### src/sys_timers_pkg.sv
// constants of the reload/capture timer and the two simple timers
// assumes an apb master on the system clock with 32-bit data
package sys_timers_pkg;
   localparam logic [7:0]  ADDR_RT_CTRL  = 8'hC8;
   localparam logic [7:0]  ADDR_RC_LOW   = 8'hCA;
   localparam logic [7:0]  ADDR_RC_HIGH  = 8'hCB;
   localparam logic [7:0]  ADDR_RT_LOW   = 8'hCC;
   localparam logic [7:0]  ADDR_RT_HIGH  = 8'hCD;
   localparam logic [7:0]  ADDR_ST_CTRL  = 8'hCF;
   localparam logic [7:0]  ADDR_S1_LOW   = 8'hAE;
   localparam logic [7:0]  ADDR_S1_HIGH  = 8'hAF;
   localparam logic [7:0]  ADDR_S2_LOW   = 8'hAC;
   localparam logic [7:0]  ADDR_S2_HIGH  = 8'hAD;
   // reload timer control bit positions
   localparam int RT_OVF   = 7;
   localparam int RT_EXF   = 6;
   localparam int RT_RXB   = 5;
   localparam int RT_TXB   = 4;
   localparam int RT_EXEN  = 3;
   localparam int RT_RUN   = 2;
   localparam int RT_CT    = 1;
   localparam int RT_CPRL  = 0;
   // simple timers control bit positions
   localparam int S2_OVF   = 7;
   localparam int S2_MODE  = 6;
   localparam int S2_RUN   = 5;
   localparam int S2_IEN   = 4;
   localparam int S1_OVF   = 3;
   localparam int S1_MODE  = 2;
   localparam int S1_RUN   = 1;
   localparam int S1_IEN   = 0;
   localparam logic [7:0]  CTRL_RESET    = 8'h00;
   localparam logic [15:0] COUNT_RESET   = 16'h0000;
   localparam logic [15:0] COUNT_ALLONES = 16'hFFFF;
   typedef enum logic [1:0] {
      MODE_STOP    = 2'b00,
      MODE_RELOAD  = 2'b01,
      MODE_CAPTURE = 2'b11,
      MODE_BAUD    = 2'b10
   } rt_mode_t;
endpackage : sys_timers_pkg

### src/sys_timers.sv
// reload/capture timer plus two simple 16-bit timers behind an apb slave
// assumes pin inputs synchronous to sys_clk; reset rstn asynchronous
//
// Decided for this implementation: the APB slave port.
`timescale 1ns/100ps
`default_nettype none

// one simple timer: live counter, reload register and wrap detect
module simple_timer
   import sys_timers_pkg::*;
#(
   parameter logic [15:0] CNT_INIT = COUNT_RESET  // count after reset
)
(
   input  wire logic        sys_clk,   // system clock
   input  wire logic        rst_n,     // synchronised reset, low active
   input  wire logic        run,       // count while set
   input  wire logic        reload,    // 1 auto-reload, 0 free-run
   input  wire logic        wr_low,    // software writes the low byte
   input  wire logic        wr_high,   // software writes the high byte
   input  wire logic [7:0]  wd,        // byte written
   output logic      [15:0] cnt,       // live count, no snapshot
   output logic             ovf        // wraps from all ones this cycle
);
   logic [15:0] rld;
   logic [15:0] next_cnt;
   logic [15:0] next_rld;

   assign ovf = run & (cnt == COUNT_ALLONES);

   always_comb
   begin
      next_cnt = cnt;
      next_rld = rld;
      if (run)
         next_cnt = (ovf && reload) ? rld
                                    : cnt + 16'h0001;
      // count write: reload register in reload mode, counter otherwise
      if (wr_low)
      begin
         if (reload)
            next_rld[7:0] = wd;
         else
            next_cnt[7:0] = wd;
      end
      if (wr_high)
      begin
         if (reload)
            next_rld[15:8] = wd;
         else
            next_cnt[15:8] = wd;
      end
   end

   always_ff @(posedge sys_clk or negedge rst_n)
   begin
      if (!rst_n)
      begin
         cnt <= CNT_INIT;
         rld <= CNT_INIT;
      end
      else
      begin
         cnt <= next_cnt;
         rld <= next_rld;
      end
   end
endmodule : simple_timer

module sys_timers
   import sys_timers_pkg::*;
(
   input  wire logic        sys_clk,        // system clock
   input  wire logic        rstn,           // async reset, low active
   input  wire logic        psel,           // apb select
   input  wire logic        penable,        // apb access phase
   input  wire logic        pwrite,         // apb direction
   input  wire logic [11:0] paddr,          // apb byte address
   input  wire logic [31:0] pwdata,         // apb write data
   output logic      [31:0] prdata,         // apb read data
   output logic             pready,         // apb ready
   output logic             pslverr,        // apb error
   input  wire logic        ext_pin,        // shared count/trigger pin
   output logic             serial_rx_clk,  // receiver bit clock pulse
   output logic             serial_tx_clk,  // transmitter bit clock pulse
   input  wire logic        other_timer_ovf, // other timer overflow pulse
   output logic             reload_timer_irq, // reload timer request
   output logic             first_simple_irq, // first simple timer request
   output logic             second_simple_irq // second simple timer request
);
   logic rst_s1, rst_s2;
   always_ff @(posedge sys_clk or negedge rstn)
   begin
      if (!rstn)
      begin
         rst_s1 <= 1'b0;
         rst_s2 <= 1'b0;
      end
      else
      begin
         rst_s1 <= 1'b1;
         rst_s2 <= rst_s1;
      end
   end
   wire logic rst_n = rst_s2;

   // apb decode: access phase, word address = sfr address * 4
   wire logic       acc  = psel & penable;
   wire logic       wr   = acc & pwrite;
   wire logic [7:0] widx = paddr[9:2];
   wire logic       wok  = (paddr[1:0] == 2'b00) & (paddr[11:10] == 2'b00);
   wire logic [7:0] wd   = pwdata[7:0];
   function automatic logic hit(input logic [7:0] a, input logic [7:0] i,
                                input logic ok);
      hit = ok && (a == i);
   endfunction : hit

   // state
   logic [7:0]  rt_ctrl, next_rt_ctrl;
   logic [15:0] rt_cnt, next_rt_cnt;
   logic [15:0] rc_reg, next_rc_reg;
   logic [7:0]  st_ctrl, next_st_ctrl;
   logic [15:0] s1_cnt;
   logic [15:0] s2_cnt;
   logic        s1_ovf;
   logic        s2_ovf;
   logic        pin_d, next_pin_d;
   logic [31:0] next_prdata;
   logic        next_pslverr;
   logic        next_rx, next_tx;
   rt_mode_t    mode;

   // one shared pin drives both counting and trigger
   wire logic pin_fall = pin_d & ~ext_pin;
   wire logic baud     = rt_ctrl[RT_RXB] | rt_ctrl[RT_TXB];
   wire logic trig     = rt_ctrl[RT_EXEN] & pin_fall;

   always_comb
   begin
      // mode select
      if (!rt_ctrl[RT_RUN])
         mode = MODE_STOP;
      else if (baud)
         mode = MODE_BAUD;
      else if (rt_ctrl[RT_CPRL])
         mode = MODE_CAPTURE;
      else
         mode = MODE_RELOAD;
   end

   // reload timer tick: system clock or pin falling edge
   wire logic rt_tick = (mode != MODE_STOP) &
                        (rt_ctrl[RT_CT] ? pin_fall : 1'b1);
   wire logic rt_ovf  = rt_tick & (rt_cnt == COUNT_ALLONES);

   always_comb
   begin
      next_pin_d   = ext_pin;
      next_rt_ctrl = rt_ctrl;
      next_rt_cnt  = rt_cnt;
      next_rc_reg  = rc_reg;
      next_rx      = 1'b0;
      next_tx      = 1'b0;
      if (wr && hit(widx, ADDR_RT_CTRL, wok))
         next_rt_ctrl = wd;
      if (wr && hit(widx, ADDR_RT_LOW, wok))
         next_rt_cnt[7:0] = wd;
      if (wr && hit(widx, ADDR_RT_HIGH, wok))
         next_rt_cnt[15:8] = wd;
      if (wr && hit(widx, ADDR_RC_LOW, wok))
         next_rc_reg[7:0] = wd;
      if (wr && hit(widx, ADDR_RC_HIGH, wok))
         next_rc_reg[15:8] = wd;
      if (rt_tick)
         next_rt_cnt = rt_cnt + 16'h0001;
      case (mode)
         MODE_RELOAD:
         begin
            if (rt_ovf)
            begin
               next_rt_ctrl[RT_OVF] = 1'b1;
               next_rt_cnt = rc_reg;
            end
            if (trig)
               next_rt_cnt = rc_reg;
         end
         MODE_CAPTURE:
         begin
            if (rt_ovf)
               next_rt_ctrl[RT_OVF] = 1'b1;
            if (trig)
               next_rc_reg = rt_cnt;
         end
         MODE_BAUD:
         begin
            // flag stays untouched here
            if (rt_ovf)
               next_rt_cnt = rc_reg;
         end
         default:
            next_rt_cnt = next_rt_cnt;
      endcase
      if (trig)
         next_rt_ctrl[RT_EXF] = 1'b1;
      // serial bit clocks from this timer or the other one
      next_rx = rt_ctrl[RT_RXB] ? (rt_ovf & baud)
                                : other_timer_ovf;
      next_tx = rt_ctrl[RT_TXB] ? (rt_ovf & baud)
                                : other_timer_ovf;
   end

   // simple timers: one instance each, control bits in the shared register
   wire logic s1_wr_low  = wr && hit(widx, ADDR_S1_LOW, wok);
   wire logic s1_wr_high = wr && hit(widx, ADDR_S1_HIGH, wok);
   wire logic s2_wr_low  = wr && hit(widx, ADDR_S2_LOW, wok);
   wire logic s2_wr_high = wr && hit(widx, ADDR_S2_HIGH, wok);

   simple_timer #(
      .CNT_INIT (COUNT_RESET)
   ) first_timer (
      .sys_clk  (sys_clk),
      .rst_n    (rst_n),
      .run      (st_ctrl[S1_RUN]),
      .reload   (st_ctrl[S1_MODE]),
      .wr_low   (s1_wr_low),
      .wr_high  (s1_wr_high),
      .wd       (wd),
      .cnt      (s1_cnt),
      .ovf      (s1_ovf)
   );

   simple_timer #(
      .CNT_INIT (COUNT_RESET)
   ) second_timer (
      .sys_clk  (sys_clk),
      .rst_n    (rst_n),
      .run      (st_ctrl[S2_RUN]),
      .reload   (st_ctrl[S2_MODE]),
      .wr_low   (s2_wr_low),
      .wr_high  (s2_wr_high),
      .wd       (wd),
      .cnt      (s2_cnt),
      .ovf      (s2_ovf)
   );

   always_comb
   begin
      next_st_ctrl = st_ctrl;
      if (wr && hit(widx, ADDR_ST_CTRL, wok))
         next_st_ctrl = wd;
      // set wins over a software clear in the same cycle
      if (s1_ovf)
         next_st_ctrl[S1_OVF] = 1'b1;
      if (s2_ovf)
         next_st_ctrl[S2_OVF] = 1'b1;
   end

   // apb read mux and error on unmapped address
   // read data is taken at setup and stands until the next setup;
   // error and ready stand for the access cycle only
   logic next_pready;

   always_comb
   begin
      next_prdata  = prdata;
      next_pslverr = 1'b0;
      next_pready  = psel & ~penable;
      if (psel && !penable)
      begin
         next_prdata = 32'h0000_0000;
         if (!wok)
            next_pslverr = 1'b1;
         else
            case (widx)
               ADDR_RT_CTRL: next_prdata[7:0] = rt_ctrl;
               ADDR_RC_LOW:  next_prdata[7:0] = rc_reg[7:0];
               ADDR_RC_HIGH: next_prdata[7:0] = rc_reg[15:8];
               ADDR_RT_LOW:  next_prdata[7:0] = rt_cnt[7:0];
               ADDR_RT_HIGH: next_prdata[7:0] = rt_cnt[15:8];
               ADDR_ST_CTRL: next_prdata[7:0] = st_ctrl;
               ADDR_S1_LOW:  next_prdata[7:0] = s1_cnt[7:0];
               ADDR_S1_HIGH: next_prdata[7:0] = s1_cnt[15:8];
               ADDR_S2_LOW:  next_prdata[7:0] = s2_cnt[7:0];
               ADDR_S2_HIGH: next_prdata[7:0] = s2_cnt[15:8];
               default:      next_pslverr = 1'b1;
            endcase
      end
   end

   // requests follow the flags that the same edge stores
   logic next_rt_irq;
   logic next_s1_irq;
   logic next_s2_irq;

   always_comb
   begin
      next_rt_irq = next_rt_ctrl[RT_OVF] | next_rt_ctrl[RT_EXF];
      next_s1_irq = next_st_ctrl[S1_OVF] & next_st_ctrl[S1_IEN];
      next_s2_irq = next_st_ctrl[S2_OVF] & next_st_ctrl[S2_IEN];
   end

   // reload timer; the pin copy idles high so reset makes no false edge
   always_ff @(posedge sys_clk or negedge rst_n)
   begin
      if (!rst_n)
      begin
         rt_ctrl <= CTRL_RESET;
         rt_cnt  <= COUNT_RESET;
         rc_reg  <= COUNT_RESET;
         pin_d   <= 1'b1;
      end
      else
      begin
         rt_ctrl <= next_rt_ctrl;
         rt_cnt  <= next_rt_cnt;
         rc_reg  <= next_rc_reg;
         pin_d   <= next_pin_d;
      end
   end

   // shared control and status of the simple timers
   always_ff @(posedge sys_clk or negedge rst_n)
   begin
      if (!rst_n)
      begin
         st_ctrl <= CTRL_RESET;
      end
      else
      begin
         st_ctrl <= next_st_ctrl;
      end
   end

   // apb answer
   always_ff @(posedge sys_clk or negedge rst_n)
   begin
      if (!rst_n)
      begin
         prdata  <= 32'h0000_0000;
         pready  <= 1'b0;
         pslverr <= 1'b0;
      end
      else
      begin
         prdata  <= next_prdata;
         pready  <= next_pready;
         pslverr <= next_pslverr;
      end
   end

   // serial bit clock pulses
   always_ff @(posedge sys_clk or negedge rst_n)
   begin
      if (!rst_n)
      begin
         serial_rx_clk <= 1'b0;
         serial_tx_clk <= 1'b0;
      end
      else
      begin
         serial_rx_clk <= next_rx;
         serial_tx_clk <= next_tx;
      end
   end

   // interrupt requests
   always_ff @(posedge sys_clk or negedge rst_n)
   begin
      if (!rst_n)
      begin
         reload_timer_irq  <= 1'b0;
         first_simple_irq  <= 1'b0;
         second_simple_irq <= 1'b0;
      end
      else
      begin
         reload_timer_irq  <= next_rt_irq;
         first_simple_irq  <= next_s1_irq;
         second_simple_irq <= next_s2_irq;
      end
   end
endmodule : sys_timers
`default_nettype wire

### config.mk
export PLATFORM = sky130hd
export DESIGN_NAME = sys_timers
export DESIGN_NICKNAME = d
export VERILOG_FILES = /design/src/sys_timers_pkg.sv /design/src/sys_timers.sv
export SDC_FILE = /design/constraint.sdc
export NUM_CORES = 1
export LEC_CHECK = 0
export BUFFER_PORTS_ARGS = -buffer_cell sky130_fd_sc_hd__buf_2
export CAP_MARGIN = 20
export CORE_MARGIN = 4
export CORE_UTILIZATION = 40
export DETAILED_ROUTE_END_ITERATION = 10
export PLACE_DENSITY = 0.57
export SLEW_MARGIN = 0
export SYNTH_ARGS = -nofsm -noshare
export SYNTH_HDL_FRONTEND = slang
export SYNTH_SLANG_ARGS = --single-unit
### constraint.sdc
create_clock -name sys_clk -period 6.02 [get_ports sys_clk]
set_clock_uncertainty 0.1 [all_clocks]
set_input_delay 0.903 -clock sys_clk [delete_from_list [all_inputs] [get_ports sys_clk]]
set_output_delay 0.903 -clock sys_clk [all_outputs]
set_load 0.01 [all_outputs]
### After elaboration in Yosys (flattened, before gate mapping)

Index checks and enable logic that the tools add are counted.

| word-level totals | value |
|---|---|
| word-level logic and storage cells | 132 |
| flip-flop bits (word level) | 130 |
| output and inout bits | 39 |
| input port bits | 51 |

| operators by class | value |
|---|---|
| reduce and logical (&&, ||, !) cells | 33 |
| mux-type cells | 40 |
| add/subtract/negate cells | 3 |
| bitwise logic cells | 17 |
| equal/unequal tests | 16 |

Operator list:

| cell | number |
|---|---|
| 2-to-1 mux 16 bit | 9 |
| 2-to-1 mux 8 bit | 15 |
| equality test 8 bit (second input constant) | 10 |
| case mux 8 bit (10 select lines) | 1 |
| adder 16 x 1 -> 16 bit (second input constant) | 3 |
| equality test 16 bit (second input constant) | 3 |
| case mux 16 bit (2 select lines) | 1 |
| logical AND 1 bit | 23 |
| bitwise AND 1 bit | 13 |
| 2-to-1 mux 1 bit | 11 |
| OR reduction 10 bit | 1 |
| AND reduction 2 bit | 4 |
| 2-to-1 mux 2 bit | 3 |
| equality test 2 bit (second input constant) | 2 |
| logical NOT 2 bit | 2 |
| equality test 2 x 1 -> 1 bit (second input constant) | 1 |
| NOT 1 bit | 2 |
| OR 1 bit | 2 |
| nonzero test 2 bit | 1 |
| OR reduction 2 bit | 1 |
| logical NOT 1 bit | 1 |

### Depth between registers and ports, before layout

| logic depth | value |
|---|---|
| depth in word-level cells | 9 |
| depth in mapped cells | 11 |

### Hierarchy

A second synthesis with hierarchy kept.

| second synthesis, totals | value |
|---|---|
| cell total of the unflattened synthesis | 863 |
| area, all modules | 8201.6 sq um |

Modules (own cells, without submodules):

| module | instances | sequential area each (sq um) | cells an instance | area each (sq um) |
|---|---|---|---|---|
| sys_timers | 1 | 1652.8 | 497 | 4504.3 |
| simple_timer (second_timer) | 1 | 800.8 | 193 | 1948.1 |
| simple_timer (first_timer) | 1 | 800.8 | 173 | 1749.2 |

### Worst setup path before layout

No wires, ideal clock.

| path | value |
|---|---|
| path kind | in2reg |
| start | input port paddr[11] |
| end | register first_timer.cnt[1] |
| slack | 3195 ps |
| buffers on the path | 1 |
| arrival | 2607 ps |
| data required time | 5802 ps |
| library setup time | 118 ps |
| cell stages on the path | 7 |
| path through | or4_4 or2_1 buf_6 or4_4 o21ai_2 a21oi_1 a21o_1 |

| between the ends | value |
|---|---|
| word-level cells in the longest chain between the ends | 5 |

Ends and longest elaborated chain:

| element | line | text |
|---|---|---|
| from (decl) | sys_timers.sv:78 | `input wire logic [11:0] paddr,` |
| logical NOT 2 bit | sys_timers.sv:111 | `wire logic wok = (paddr[1:0] == 2'b00) & (paddr[11:10] == 2'b00);` |
| bitwise AND 1 bit | sys_timers.sv:111 |  |
| logical AND 1 bit | sys_timers.sv:115 | `hit = ok && (a == i);` |
| logical AND 1 bit | sys_timers.sv:213 | `wire logic s1_wr_low = wr && hit(widx, ADDR_S1_LOW, wok);` |
| 2-to-1 mux 8 bit | sys_timers.sv:39 | `if (wr_low)` |
| via first_timer.next_cnt[1] | sys_timers.sv:26 | `logic [15:0] next_cnt;` |
| to (signal assigned) | sys_timers.sv:64 | `cnt <= next_cnt;` |
| to (decl) | sys_timers.sv:22 | `output logic [15:0] cnt,` |

The timed path passes the listed nets, and every way through them passes these cells.
A chain may end at the register's enable or synchronous reset.

### Worst setup path in the final report

| path | value |
|---|---|
| start | register rt_ctrl[5] |
| end | register rt_cnt[14] |

| between the ends | value |
|---|---|
| word-level cells in the longest chain between the ends | 9 |
| elaborated cells between the ends (all ways) | 12 |
| classes of those cells | eq/ne (2); mux (6); bitwise (3); reduce/logical (1) |

Ends and longest elaborated chain:

| element | line | text |
|---|---|---|
| from (decl) | sys_timers.sv:119 | `logic [7:0] rt_ctrl, next_rt_ctrl;` |
| from (signal assigned) | sys_timers.sv:314 | `rt_ctrl <= next_rt_ctrl;` |
| OR 1 bit * | sys_timers.sv:135 | `wire logic baud = rt_ctrl[RT_RXB] \| rt_ctrl[RT_TXB];` |
| 2-to-1 mux 2 bit * | sys_timers.sv:143 | `else if (baud)` |
| 2-to-1 mux 2 bit * | sys_timers.sv:141 | `if (!rt_ctrl[RT_RUN])` |
| nonzero test 2 bit | sys_timers.sv:152 | `wire logic rt_tick = (mode != MODE_STOP) &` |
| bitwise AND 1 bit | sys_timers.sv:152 |  |
| 2-to-1 mux 16 bit or bitwise AND 1 bit (tied branches) | sys_timers.sv:174, sys_timers.sv:154 |  |
| 2-to-1 mux 16 bit | sys_timers.sv:179, sys_timers.sv:197 |  |
| 2-to-1 mux 16 bit | sys_timers.sv:184 | `if (trig)` |
| case mux 16 bit (2 select lines) * | sys_timers.sv:176 | `case (mode)` |
| via next_rt_cnt[14] | sys_timers.sv:120 | `logic [15:0] rt_cnt, next_rt_cnt;` |
| to (signal assigned) | sys_timers.sv:315 | `rt_cnt <= next_rt_cnt;` |
| to (decl) | sys_timers.sv:120 |  |

The timed path passes the listed nets; every way through them passes the cells marked *.

==> impl_metrics.csv <==
group,metric,value,unit
status,status,"complete, no violations",
cts,cts_setup_buffers,0,
placement,gp_congestion,0.934,
placement,dp_slack,2320,ps
layout,final_common_cell,"dfrtp_1",
yosys,ys_types,78,
floorplan,start_util,40.5,%
worst_setup_path,cp_data_arrival_time,3610,ps
yosys,yosysSeqAreaShare,41.4,%
grt,grt_pass1_wl,39.5,mm
power,cellLeakagePower,3.86,nW
yosys,synth-adder-area-share,1.11,%
timing,finalSetupTns,0,ps
grt,grtUsageTotal,23.4,%
power,totalPowerFinal,0.00212,W
route,via_count,6946,
layout,num-nets-final,942,
yosys,ys_warn_count,0,
timing,timing.slew.headroom,31.5,%
cts,worstSkewPairLatency,430,ps
yosys,synthFlopType,"dfrtp_1",
yosys,synth_top_family_by_area,"compound AO/OA/AOI/OAI gates",
route,wire_per_inst,21.8,µm
route,drtIter0Drc,838,
floorplan,die_w,148,µm
worst_setup_path,end_kind,"register",
yosys,synthArstFlopShare,100,%
floorplan,die_area,22000,µm²
power,ir_drop,0.197,mV
grt,grt_overflow,0,
yosys,yosys.area_share.simple,18.4,%
route,vias_per_cell,5.98,
timing,setup_ws,2630,ps
yosys,synth_cells,869,
yosys,synth_compound_area_share,23.0,%
yosys,synth_mux_area_share,9.38,%
worst_setup_path,cp_cell_sequence,"o31ai_1 > ha_1 > a21o_1 > nand4_1 > o22ai_1 > a311oi_1 > nor4_1",
grt,grt_max_degree,75,
worst_setup_path,worstSetupPathType,"reg -> reg",
route,antenna_left,0,
yosys,syn_area_per_cell,9.04,µm²
worst_setup_path,startpoint_type,"register",
cts,cts_hold_buf,0,
placement,dp_hpwl,17.3,mm
timing,fin_crit_sh,56.4,%
job,cap_violations,0,
grt,first_global_vias,6467,
worst_setup_path,cp_slowest_cell,"nand4_1",
layout,drive_above_1_share,16.1,%
floorplan,die_h,148,µm
worst_setup_path,timing.critical_path.buf_inv,0,
timing,fin_crit,3390,ps
yosys,synth_xor_area_share,0.669,%
route,drc,0,
layout,mostFrequentLayoutCells,"128 x dfrtp_1, 85 x nand2_1, 78 x nor2_1, 78 x a21oi_1, 56 x o21ai_0",
worst_setup_path,critical-path-max-stage-delay,580,ps
worst_setup_path,required,6240,ps
route,first_pass_iters,6,
floorplan,core_area,19400,µm²
timing,hold_viol_final,0,
placement,dpl_cell_area,8140,µm²
yosys,synth_edf_count,0,
timing,clock.fmax,295,MHz
timing,setup_viol,0,
timing,rsz0062_at_grt,"false",
cts,cts_tree,"built",
cts,cts_sinks,130,
timing,worst_slew_pin_slew,1030,ps
cts,path_clk_slew,70,ps
cts,clock-root-buffer,"clkbuf_16",
cts,cts_resized,0,
timing,slew_viol_final,0,
grt,grt_antenna_before_repair,0,
worst_setup_path,crit_fanout,15,
layout,antenna_cells,0,
layout,design_area,8800,µm²
yosys,netlist_area,7860,µm²
layout,area_growth_syn_to_layout,12.0,%
cts,clock_path_buffers,2,
cts,htree_levels,4,
power,power.density,241,nW/µm²
route,wl,25.3,mm
yosys,yosys_register_bits,130,
floorplan,ios,90,
worst_setup_path,cpLargestDelayFamily,"compound AO/OA/AOI/OAI gates",
cts,cts_buffers,17,
layout,fillers,1923,
min_path,hold_class,"in -> async",
floorplan,row_count,51,
placement,port_buffers,41,
-- layer usage --
layer,global-route usage [%],routed length (µm)
met5,0,0
met4,9.15,937
met3,5.24,2060
met2,34.5,11000
met1,33.7,11400
-- stage by stage --
step	std cells	hold slack (ps)	utilization, %
after CTS	1160	134	45.2
final	1162	147	45.4
after detailed placement	1128	240	42.0
after global placement	1128	237	42.0
after global routing	1162	126	45.4
after floorplan	892	231	-
-- synthesized netlist by cell type (7+ instances only) --
library cell | n | share of area [%]
a21oi_1 | 78 | 5.0
a211o_1 | 7 | 0.78
a211oi_1 | 7 | 0.67
nand3_1 | 38 | 2.4
a22o_1 | 11 | 1.2
mux2i_1 | 23 | 2.9
nand4_1 | 10 | 0.80
a21o_1 | 8 | 0.76
and2_1 | 8 | 0.64
and3_1 | 16 | 1.3
nand2_1 | 85 | 4.1
nor3_1 | 12 | 0.76
o21ai_0 | 56 | 3.6
buf_1 | 7 | 0.33
o22ai_1 | 10 | 0.80
a31oi_1 | 12 | 0.96
o31ai_1 | 7 | 0.67
a22oi_1 | 10 | 0.96
dfrtp_1 | 129 | 41
ha_1 | 7 | 1.1
mux2_2 | 40 | 5.7
inv_1 | 17 | 0.81
o2bb2ai_1 | 9 | 1.0
clkbuf_1 | 36 | 1.7
buf_4 | 26 | 2.5
nor2_1 | 78 | 3.7
-- where the power goes --
| part | leakage, nW | switching, W | total [W] | internal, W |
|---|---|---|---|---|
| registers | 1.65 | 0.0000155 | 0.000897 | 0.000881 |
| logic | 1.91 | 0.0000777 | 0.000104 | 0.0000262 |
| clock network | 0.293 | 0.000411 | 0.00112 | 0.000706 |
| total | 3.86 | 0.000504 | 0.00212 | 0.00161 |
-- kinds of logic (layout without fill, tap and decap cells) --
group                    count (synthesis)  in the layout
AO/OA/AOI/OAI                          273            273
other                                    2             25
flip-flops                             130            130
XOR/XNOR                                 6              6
AND/OR/NAND/NOR                        290            290
adder cells (fa/ha/maj)                  7              7
multiplexers                            66             66
buffers and inverters                   95            100
-- final timing paths --
path	start	to	slack (ps)	cells past startpoint
worst min register to register	rst_s1	rst_n	250	0
worst min-delay path	rstn	rst_n	150	1
max in group asynchronous	rst_n	first_timer.cnt[12]	4120	1
worst max-delay path	rt_ctrl[5]	rt_cnt[14]	2630	7
worst max register to register	rt_ctrl[5]	rt_cnt[14]	2630	7
min in group sys_clk	rst_s1	rst_n	250	0
-- cell type report --
| cell class | instances | area [µm²] | area share, % |
|---|---|---|---|
| clock buffer | 20 | 447 | 5.08 |
| timing repair buffer | 49 | 283 | 3.21 |
| tap | 265 | 332 | 3.77 |
| multi-input combinational | 667 | 4230 | 48.0 |
| clock inverter | 12 | 181 | 2.06 |
| inverter | 19 | 71.3 | 0.811 |
| sequential | 130 | 3260 | 37.0 |
Note: power is estimated with default switching activity, not from simulation.
